--- src/spd_regs.svh ---
// Register offsets, status bit positions and counts for the serial transfer block
`ifndef SPD_REGS_SVH
`define SPD_REGS_SVH
`define SPD_PORT_BIT 14
`define SPD_OFF_IER 14'h0008
`define SPD_OFF_IDR 14'h000c
`define SPD_OFF_IMR 14'h0010
`define SPD_OFF_STAT 14'h0014
`define SPD_OFF_RX_PTR 14'h0030
`define SPD_OFF_RX_CNT 14'h0034
`define SPD_OFF_TX_PTR 14'h0038
`define SPD_OFF_TX_CNT 14'h003c
`define SPD_ST_RX_READY 0
`define SPD_ST_TX_READY 1
`define SPD_ST_END_RX 3
`define SPD_ST_END_TX 4
`define SPD_IRQ_W 5
`define SPD_MASK_RESET 5'h00
`define SPD_PTR_RESET 32'h0000_0000
`define SPD_CNT_RESET 16'h0000
`define SPD_XFER_SIZE 1
`define SPD_NUM_PORTS 2
`endif

--- src/spd_pkg.sv ---
// Types shared by the serial transfer block
package spd_pkg;
  typedef logic [31:0] spd_word_type;
  typedef logic [15:0] spd_count_type;
  typedef logic [7:0] spd_byte_type;
  typedef enum logic [2:0] {
    SPD_CH_IDLE = 3'b001,
    SPD_CH_BUSY = 3'b010,
    SPD_CH_LOAD = 3'b100
  } spd_ch_state_type;
endpackage

--- src/spd_chan_if.sv ---
// Register link between the top and one transfer channel
`timescale 1ns/1ns
interface spd_chan_if;
  logic ptr_we;
  logic cnt_we;
  logic [31:0] wdata;
  logic [31:0] ptr;
  logic [15:0] cnt;
  modport top (output ptr_we, output cnt_we, output wdata, input ptr, input cnt);
  modport chan (input ptr_we, input cnt_we, input wdata, output ptr, output cnt);
endinterface

--- src/spd_chan.sv ---
// One transfer channel: moves bytes between a serial port and memory
`timescale 1ns/1ns
`include "spd_regs.svh"
module spd_chan #(
  parameter bit IS_TX = 1'b0,
  parameter int unsigned XFER_SIZE = `SPD_XFER_SIZE
) (
  input wire logic clk,
  input wire logic rst_b,
  spd_chan_if.chan regs,
  input wire logic ser_ready,
  input wire spd_pkg::spd_byte_type ser_rdata,
  output logic ser_strobe,
  output spd_pkg::spd_byte_type ser_wdata,
  output logic mem_req,
  output logic mem_write,
  output spd_pkg::spd_word_type mem_addr,
  output spd_pkg::spd_byte_type mem_wdata,
  input wire logic mem_ack,
  input wire spd_pkg::spd_byte_type mem_rdata
);
  import spd_pkg::*;
  spd_ch_state_type state_reg;
  spd_ch_state_type state_next;
  spd_word_type ptr_reg;
  spd_count_type cnt_reg;
  spd_byte_type data_reg;
  logic start;
  logic done;

  // idle channel with zero count starts nothing
  assign start = (state_reg == SPD_CH_IDLE) && ser_ready && (cnt_reg != 16'h0000);
  assign done = (state_reg == SPD_CH_BUSY) && mem_ack;
  assign mem_req = (state_reg == SPD_CH_BUSY);
  assign mem_write = ~IS_TX;
  assign mem_addr = ptr_reg;
  assign mem_wdata = data_reg;
  assign ser_wdata = data_reg;
  assign ser_strobe = IS_TX ? (state_reg == SPD_CH_LOAD) : start;
  assign regs.ptr = ptr_reg;
  assign regs.cnt = cnt_reg;

  always_comb begin
    state_next = state_reg;
    unique case (state_reg)
      SPD_CH_IDLE: begin
        if (start) begin
          state_next = SPD_CH_BUSY;
        end
      end
      SPD_CH_BUSY: begin
        if (done) begin
          state_next = IS_TX ? SPD_CH_LOAD : SPD_CH_IDLE;
        end
      end
      SPD_CH_LOAD: begin
        state_next = SPD_CH_IDLE;
      end
      default: begin
        state_next = SPD_CH_IDLE;
      end
    endcase
  end

  always_ff @(posedge clk or negedge rst_b) begin
    if (!rst_b) begin
      state_reg <= SPD_CH_IDLE;
    end else begin
      state_reg <= state_next;
    end
  end

  // Receive byte taken at start, transmit byte at memory answer
  always_ff @(posedge clk or negedge rst_b) begin
    if (!rst_b) begin
      data_reg <= 8'h00;
    end else if (!IS_TX && start) begin
      data_reg <= ser_rdata;
    end else if (IS_TX && done) begin
      data_reg <= mem_rdata;
    end
  end

  always_ff @(posedge clk or negedge rst_b) begin
    if (!rst_b) begin
      ptr_reg <= `SPD_PTR_RESET;
    end else if (regs.ptr_we) begin
      ptr_reg <= regs.wdata;
    end else if (done) begin
      ptr_reg <= ptr_reg + 32'(XFER_SIZE);
    end
  end

  always_ff @(posedge clk or negedge rst_b) begin
    if (!rst_b) begin
      cnt_reg <= `SPD_CNT_RESET;
    end else if (regs.cnt_we) begin
      cnt_reg <= regs.wdata[15:0];
    end else if (done) begin
      cnt_reg <= cnt_reg - 16'h0001;
    end
  end
endmodule

--- src/spd_top.sv ---
// Transfer channels and interrupt masking for two serial ports
// How it works
// - Each port's interrupt line is the OR over bits of status AND mask.
// - Mask reads back in its own register, set by enable writes, cleared by disable writes.
// - A zero bit in an enable or disable write leaves that mask bit alone.
// - Four channels, one receive and one transmit for each of the two ports.
// - Each channel has a 32-bit pointer and 16-bit count in its port's register space.
// - A channel whose count has run out shows an end flag in its port's status.
// - Registers are word access only; low address bits are ignored.
`timescale 1ns/1ns
`include "spd_regs.svh"
module spd_top #(
  parameter int unsigned XFER_SIZE = `SPD_XFER_SIZE
) (
  input wire logic clk,
  input wire logic rst_b,
  input wire logic reg_wr,
  input wire logic reg_rd,
  input wire logic [14:0] reg_addr,
  input wire spd_pkg::spd_word_type reg_wdata,
  output spd_pkg::spd_word_type reg_rdata,
  input wire logic [1:0] ser_rx_ready,
  input wire spd_pkg::spd_byte_type ser_rx_data [2],
  output logic [1:0] ser_rx_take,
  input wire logic [1:0] ser_tx_ready,
  output spd_pkg::spd_byte_type ser_tx_data [2],
  output logic [1:0] ser_tx_load,
  output logic [3:0] mem_req,
  output logic [3:0] mem_write,
  output spd_pkg::spd_word_type mem_addr [4],
  output spd_pkg::spd_byte_type mem_wdata [4],
  input wire logic [3:0] mem_ack,
  input wire spd_pkg::spd_byte_type mem_rdata [4],
  output logic [1:0] irq_out
);
  import spd_pkg::*;

  localparam int NP = `SPD_NUM_PORTS;
  localparam int IW = `SPD_IRQ_W;

  function automatic logic [13:0] word_off(input logic [14:0] a);
    word_off = {a[13:2], 2'b00};
  endfunction

  function automatic logic hit(input logic [14:0] a, input logic p, input logic [13:0] off);
    hit = (a[`SPD_PORT_BIT] == p) && (word_off(a) == off);
  endfunction

  spd_chan_if ch_if [4] ();
  spd_word_type ptr_arr [4];
  spd_count_type cnt_arr [4];
  logic [IW-1:0] imr_reg [NP];
  logic [IW-1:0] stat [NP];
  spd_word_type rdata_reg;
  spd_word_type rd_next;
  logic [13:0] rd_off;
  logic rd_port;

  assign reg_rdata = rdata_reg;

  genvar p;
  generate
    for (p = 0; p < NP; p++) begin : g_port
      spd_chan #(.IS_TX(1'b0), .XFER_SIZE(XFER_SIZE)) u_rx (
        .clk(clk),
        .rst_b(rst_b),
        .regs(ch_if[2*p]),
        .ser_ready(ser_rx_ready[p]),
        .ser_rdata(ser_rx_data[p]),
        .ser_strobe(ser_rx_take[p]),
        .ser_wdata(),
        .mem_req(mem_req[2*p]),
        .mem_write(mem_write[2*p]),
        .mem_addr(mem_addr[2*p]),
        .mem_wdata(mem_wdata[2*p]),
        .mem_ack(mem_ack[2*p]),
        .mem_rdata(mem_rdata[2*p])
      );
      spd_chan #(.IS_TX(1'b1), .XFER_SIZE(XFER_SIZE)) u_tx (
        .clk(clk),
        .rst_b(rst_b),
        .regs(ch_if[2*p+1]),
        .ser_ready(ser_tx_ready[p]),
        .ser_rdata(8'h00),
        .ser_strobe(ser_tx_load[p]),
        .ser_wdata(ser_tx_data[p]),
        .mem_req(mem_req[2*p+1]),
        .mem_write(mem_write[2*p+1]),
        .mem_addr(mem_addr[2*p+1]),
        .mem_wdata(mem_wdata[2*p+1]),
        .mem_ack(mem_ack[2*p+1]),
        .mem_rdata(mem_rdata[2*p+1])
      );

      // pointer and count strobes in this port's space
      assign ch_if[2*p].ptr_we = reg_wr && hit(reg_addr, 1'(p), `SPD_OFF_RX_PTR);
      assign ch_if[2*p].cnt_we = reg_wr && hit(reg_addr, 1'(p), `SPD_OFF_RX_CNT);
      assign ch_if[2*p].wdata = reg_wdata;
      assign ch_if[2*p+1].ptr_we = reg_wr && hit(reg_addr, 1'(p), `SPD_OFF_TX_PTR);
      assign ch_if[2*p+1].cnt_we = reg_wr && hit(reg_addr, 1'(p), `SPD_OFF_TX_CNT);
      assign ch_if[2*p+1].wdata = reg_wdata;
      assign ptr_arr[2*p] = ch_if[2*p].ptr;
      assign cnt_arr[2*p] = ch_if[2*p].cnt;
      assign ptr_arr[2*p+1] = ch_if[2*p+1].ptr;
      assign cnt_arr[2*p+1] = ch_if[2*p+1].cnt;

      always_comb begin
        stat[p] = '0;
        stat[p][`SPD_ST_RX_READY] = ser_rx_ready[p];
        stat[p][`SPD_ST_TX_READY] = ser_tx_ready[p];
        stat[p][`SPD_ST_END_RX] = (cnt_arr[2*p] == 16'h0000);
        stat[p][`SPD_ST_END_TX] = (cnt_arr[2*p+1] == 16'h0000);
      end

      // zero bits keep their mask value
      always_ff @(posedge clk or negedge rst_b) begin
        if (!rst_b) begin
          imr_reg[p] <= `SPD_MASK_RESET;
        end else if (reg_wr && hit(reg_addr, 1'(p), `SPD_OFF_IER)) begin
          imr_reg[p] <= imr_reg[p] | reg_wdata[IW-1:0];
        end else if (reg_wr && hit(reg_addr, 1'(p), `SPD_OFF_IDR)) begin
          imr_reg[p] <= imr_reg[p] & ~reg_wdata[IW-1:0];
        end
      end

      // masked status ORed onto the line
      assign irq_out[p] = |(stat[p] & imr_reg[p]);

    end
  endgenerate

  assign rd_off = word_off(reg_addr);
  assign rd_port = reg_addr[`SPD_PORT_BIT];

  // read decode on word offset; unmapped reads zero
  always_comb begin
    rd_next = '0;
    unique case (rd_off)
      `SPD_OFF_IMR: rd_next = {{(32-IW){1'b0}}, imr_reg[rd_port]};
      `SPD_OFF_STAT: rd_next = {{(32-IW){1'b0}}, stat[rd_port]};
      `SPD_OFF_RX_PTR: rd_next = ptr_arr[{rd_port, 1'b0}];
      `SPD_OFF_RX_CNT: rd_next = {16'h0000, cnt_arr[{rd_port, 1'b0}]};
      `SPD_OFF_TX_PTR: rd_next = ptr_arr[{rd_port, 1'b1}];
      `SPD_OFF_TX_CNT: rd_next = {16'h0000, cnt_arr[{rd_port, 1'b1}]};
      default: rd_next = '0;
    endcase
  end

  always_ff @(posedge clk or negedge rst_b) begin
    if (!rst_b) begin
      rdata_reg <= '0;
    end else if (reg_rd) begin
      rdata_reg <= rd_next;
    end
  end
endmodule

--- config.mk ---
export PLATFORM = sky130hd
export DESIGN_NAME = spd_top
export DESIGN_NICKNAME = d
export VERILOG_FILES = /design/src/spd_pkg.sv /design/src/spd_chan_if.sv /design/src/spd_chan.sv /design/src/spd_top.sv
export VERILOG_INCLUDE_DIRS = /design/src
export SDC_FILE = /design/constraint.sdc
export NUM_CORES = 1
export LEC_CHECK = 0
export BUFFER_PORTS_ARGS = -buffer_cell sky130_fd_sc_hd__buf_4
export CELL_PAD_IN_SITES_DETAIL_PLACEMENT = 0
export CELL_PAD_IN_SITES_GLOBAL_PLACEMENT = 1
export CORE_MARGIN = 1.5
export CORE_UTILIZATION = 45
export DETAILED_ROUTE_END_ITERATION = 16
export PLACE_DENSITY_LB_ADDON = 0.1
export SYNTH_ARGS = -nofsm -noshare
export SYNTH_HDL_FRONTEND = slang
export SYNTH_SLANG_ARGS = --single-unit
--- constraint.sdc ---
create_clock -name clk -period 4.85 [get_ports clk]
set_input_delay 0 -clock clk [delete_from_list [all_inputs] [get_ports clk]]
set_output_delay 0 -clock clk [all_outputs]
set_load 0.02 [all_outputs]
* Word level (Yosys, flattened, before mapping)
Cells that the tools add are included.
** Operators by class
- Equality and inequality tests :: 26
- Reduce and logical (&&, ||, !) cells :: 60
- Bitwise logic cells :: 11
- $lt $le $gt $ge :: 3
- Multiplexer cells :: 51
- $add $sub $neg :: 8
** Operator list (count)
- 32-bit 2-to-1 mux :: 12
- 16-bit 2-to-1 mux :: 12
- 32-bit case mux with 6 select lines :: 1
- 32-bit by 1-bit adder with 32-bit output, second input constant :: 4
- 32-bit binary-select mux with 2-bit select :: 2
- 16-bit binary-select mux with 2-bit select :: 2
- 16-bit logical NOT :: 4
- 16-bit nonzero test :: 4
- 16-bit by 1-bit subtractor with 16-bit output, second input constant :: 4
- 5-bit 2-to-1 mux :: 10
- 12-bit by 4-bit == test with 1-bit output, second input constant :: 4
- 1-bit logical AND :: 36
- 12-bit by 2-bit == test with 1-bit output, second input constant :: 2
- 12-bit by 3-bit == test with 1-bit output, second input constant :: 2
- 3-bit 2-to-1 mux :: 8
- 3-bit case mux with 2 select lines :: 4
- 5-bit bitwise AND :: 4
- 2-bit nonzero test :: 10
- 3-bit by 1-bit == test with 1-bit output, second input constant :: 4
- 3-bit by 2-bit == test with 1-bit output, second input constant :: 4
- 5-bit bitwise OR :: 2
- 5-bit OR reduction :: 2
- 2-bit by 1-bit != test with 1-bit output, second input constant :: 4
- 2-bit != test, second input constant :: 4
- other kinds (8) :: 14
** Storage, ports and cells
- Output and inout bits :: 222
- Input port bits :: 107
- Flip-flop bits (word level) :: 278
- Word-level logic and storage cells :: 178

* Depth between registers and ports, before layout
- Depth in word-level cells :: 5
- Gate-level depth with buffers :: 9
- Gate-level depth less buffers :: 7

* Modules after synthesis
From an unflattened synthesis, not the netlist that was laid out.
** Second synthesis, totals
- Cells, all modules :: 2016
- Area, all modules :: 17883.4 um^2
** By module, submodules not included
- spd_chan (g_port[0].u_rx ...) :: sequential area each 1452.6 um^2, area each 3568.4 um^2, cells each 393, times used 2
- spd_chan (g_port[0].u_tx ...) :: sequential area each 1477.7 um^2, area each 3549.7 um^2, cells each 407, times used 2
- spd_top :: sequential area each 1051.0 um^2, area each 3647.2 um^2, cells each 416, times used 1

* Worst setup path after synthesis
Ideal clock, no wire load.
- Kind :: reg-to-reg
- From :: reg g_port[1].u_tx.ptr_reg[6]
- To :: reg g_port[1].u_tx.ptr_reg[31]
- Required time :: 4.725 ns
- Setup slack :: 2.726 ns
- Clock period less this slack :: 2.124 ns
- Setup time :: 0.125 ns
- Buffers on the path :: 0
- Arrival :: 1.999 ns
- Cell stages (with the launch flop) :: 6
- Cells stage by stage :: dfrtp_1 > nand4_1 > nor4_1 > nand4_1 > xnor2_1 > mux2_2
** Between the ends
- Word-level cells in the longest chain between the ends :: 3
** Ends and longest elaborated chain
- start, declared :: RTL line spd_chan.sv:25 : spd_word_type ptr_reg;
- start signal, assigned :: RTL line spd_chan.sv:86 : ptr_reg <= `SPD_PTR_RESET;
- start signal, assigned :: RTL line spd_chan.sv:88 : ptr_reg <= regs.wdata;
- start signal, assigned :: RTL line spd_chan.sv:90 : ptr_reg <= ptr_reg + 32'(XFER_SIZE);
- 32-bit by 1-bit adder with 32-bit output :: RTL line spd_chan.sv:90
- 32-bit 2-to-1 mux :: RTL line spd_chan.sv:89 : end else if (done) begin
- 32-bit 2-to-1 mux :: RTL line spd_chan.sv:87 : end else if (regs.ptr_we) begin
No other way between the ends. The select of a mux whose other input is x is not followed.
A chain may end at the register's enable or synchronous reset.

* Worst setup path in the final report
- From :: reg g_port[0].u_tx.cnt_reg[7]
- To :: out irq_out[0]
** Between the ends
- Word-level cells in the longest chain between the ends :: 3
** Ends and longest elaborated chain
- start, declared :: RTL line spd_chan.sv:26 : spd_count_type cnt_reg;
- start signal, assigned :: RTL line spd_chan.sv:96 : cnt_reg <= `SPD_CNT_RESET;
- start signal, assigned :: RTL line spd_chan.sv:98 : cnt_reg <= regs.wdata[15:0];
- start signal, assigned :: RTL line spd_chan.sv:100 : cnt_reg <= cnt_reg - 16'h0001;
- 16-bit logical NOT :: RTL line spd_top.sv:112 : stat[p][`SPD_ST_END_TX] = (cnt_arr[2*p+1] == 16'h0000);
- 5-bit bitwise AND :: RTL line spd_top.sv:127 : assign irq_out[p] = |(stat[p] & imr_reg[p]);
- 5-bit OR reduction :: RTL line spd_top.sv:127
- end, declared :: RTL line spd_top.sv:34 : output logic [1:0] irq_out
No other way between the ends.

==> impl_results.md <==
* Setup tns final at 0 ns
* Nets@finish at ~2200
* Endpoints failing hold at 0
* #FFs+latches synth at between 200 and 300
* Worst Path Max Fanout at 6
* Worst Skew at 0.0111 ns
* Io pins at between 300 and 400
* Synth unique cells at 69
* Post-Syn Instances at 1784
* Power per Cell Area at 392 nW/um2
* Fmax at 330 MHz
* CP bufs+invs at 2
* Worst hold path class: in2async
* First-pass GRT wire length at just under 90 mm
* WP depth at 6
* Post-DP Area at 18300 um2
* Largest net degree at the start of global routing at 105
* Leakage at between 8 and 9 nW
* Placed Cells incl. Taps at 2433
* Max-cap violations at 0
* Worst Tran Pin Value at 1.37 ns
* Post-route cell area at 20300 um2
* Vias in the first global route at 14123
* Seq/Total Area, Yosys at 43.4%
* ANT nets after route at 0
* Layout cells sized above 1 at 20.8%
* Drt wl/cell at 22.4 um
* CP Cell Sequence: nor4_1 > nand4_1 > inv_1 > a21oi_1 > o21ai_0 > buf_4
* Max rail drop VDD at roughly 0.32 mV
* CTS root buf: clkbuf_16
* Die Area at 36600 um2
* Critical Path RT at between 4 and 5 ns
* CP peak stage delay at 0.82 ns
* Number of flops mapped to enable cells by yosys at 0
* Fin crit period at 3.03 ns
* Via/cell ratio at 5.76
* RSZ-0062 raised after global routing: no
* CP top delay family: simple AND/OR/NAND/NOR gates
* Diodes inserted at 0
* CP arrival at about 3 ns
* Syn Area/Cell at 8.94 um2
* Placer's final routability congestion estimate at 0.934
* Clock latency on the worst-skew pair at approximately 0.57 ns
* Post-cts sizing count at 0
* Worst-path clk slew at about 0.060 ns
* CTS Buf Count at 31
* Pins Over Slew Limit at 0
* Area delta synth->final at 27.2%
* Crit Path Category: reg2out
* Clk sink count at around 280
* DR pass1 iterations at 5
* Commonest non-fill, non-tap cell in the layout: buf_4
* Starting Density at a little under half
* Initial antenna violation count at 0
* Hold Buf Count CTS at 84
* Non-Filler Instances at 2574
* Via count at between 10000 and 15000
* Die width at about 190 um
* Crit end category: output pin
* Period utilization at between 60 and 70%
* Synth Flop Type: dfrtp_1
* Port-buffer cells at roughly 310
* Placement row count at 68
* Worst path slowest cell: nor4_1
* Initial DRC Count at between 1000 and 1500
* Total GRT Usage at 31.3%
* Synth warn at 0
* Status: complete, no violations
* Maximum buffer depth of the clock tree at 3
* Final WL at 57.6 mm
* FFs w/ async S/R, synth at 100%
* Core box area at 34700 um2
* Total grt overflow at 0
* TritonCTS clock tree: done
* # H-tree levels at 1
* Worst Reg2Reg Path Length in Cells at 6
* Final setup viols at 0
* Worst Setup Start Kind: register
* Post-CTS setup buffer count at 0
* Detailed placement HPWL at 41.5 mm
* Most frequent cells in the layout: buf_4, dfrtp_1, nand2_1
* Slew HR at 8.06%
* Post-Syn Area at 15900 um2
* # DRC at 0
* Die height at 191 um
## Yosys cell counts, types with 6 or more instances
| master | count | area [um2] |
|---|---|---|
| a21oi_1 | 118 | 591 |
| a221oi_1 | 21 | 184 |
| a31oi_1 | 14 | 87.6 |
| and3_1 | 17 | 106 |
| and4_1 | 17 | 149 |
| buf_1 | 7 | 26.3 |
| buf_2 | 35 | 175 |
| buf_4 | 28 | 210 |
| clkbuf_1 | 61 | 229 |
| dfrtp_1 | 272 | 6810 |
| ha_1 | 12 | 150 |
| inv_1 | 57 | 214 |
| mux2_2 | 26 | 293 |
| mux2i_1 | 34 | 340 |
| mux4_2 | 11 | 248 |
| nand2_1 | 243 | 912 |
| nand2b_1 | 30 | 188 |
| nand3_1 | 61 | 305 |
| nand4_1 | 50 | 313 |
| nand4b_1 | 13 | 114 |
| nor2_1 | 153 | 574 |
| nor3_1 | 43 | 215 |
| nor3b_1 | 6 | 45.0 |
| nor4_1 | 29 | 181 |
| o21ai_0 | 103 | 515 |
| o22ai_1 | 34 | 213 |
| or3_1 | 7 | 43.8 |
| or4_1 | 10 | 75.1 |
| xnor2_1 | 89 | 780 |
| xor2_1 | 90 | 788 |
## where the power goes
part	switching [mW]	leakage (nW)	total [mW]	internal, mW
combinational	1.15	4.50	2.13	0.982
sequential	0.557	3.67	3.30	2.74
clock	0.989	0.540	2.51	1.52
## worst paths after layout
path / startpoint / to / slack, ns
min reg2reg: g_port[0].u_tx.state_reg[2] / g_port[0].u_tx.state_reg[1] / 0.50
min: rst_b / g_port[0].u_tx.mem_wdata[5] / 0.05
max reg2reg: g_port[0].u_tx.regs.cnt[7] / g_port[0].u_tx.state_reg[1] / 1.89
min in group clk: reg_addr[13] / reg_rdata[11] / 0.05
max: g_port[0].u_tx.regs.cnt[7] / irq_out[0] / 1.82
max in group asynchronous: rst_b / reg_rdata[0] / 3.63
## final cells by class
type	instances	area (um2)
clock buffers	49	973
clock inverters	8	118
fillers	3108	14400
inverters	58	218
multi-input cells	1319	8190
flip-flops and latches	276	6910
well taps	455	569
repair buffers	409	3300
## metal layers
metal	up-vias	part of all wire, %	GRT usage (%)
met2	578	48	51.9
met5	-	0	0
li1	6870	-	-
met4	0	3.2	10.5
met3	104	6.5	4.11
met1	7265	42	42.3
## logic make-up (layout without fill, tap and decap cells)
logic type	count (synthesis)	in the layout	share of synthesized area (%)
buf+inv	191	524	5.45
fa+ha+maj	12	12	0.942
mux	71	71	5.53
xor+xnor	179	179	9.84
compound gates	331	331	12.2
other cells	2	4	0.0471
flops	276	276	43.4
simple gates	722	722	22.7
## worst reg2reg max path, stage by stage, from the launching register on
cell,delay (ns)
dfrtp_1,0.48
nor4_1,0.82
nand4_1,0.52
nand4b_1,0.29
o21a_1,0.15
dlygate4sd3_1,0.56
nor2_1,0.04
## stage by stage
step / hold slack [ns] / util, % / total power, mW / setup slack [ns]
finish: 0.0470 / 58.4 / 7.94 / 1.82
global route: 0.0651 / 58.4 / 8.33 / 1.68
CTS: 0.0171 / 58.4 / 7.97 / 1.82
detailed placement: 0.0709 / 52.8 / 5.38 / 1.92
global placement: 0.0632 / 52.8 / 5.34 / 1.97
floorplan: -0.296 / - / 4.53 / 2.73
(Power assumes the default switching activity.)
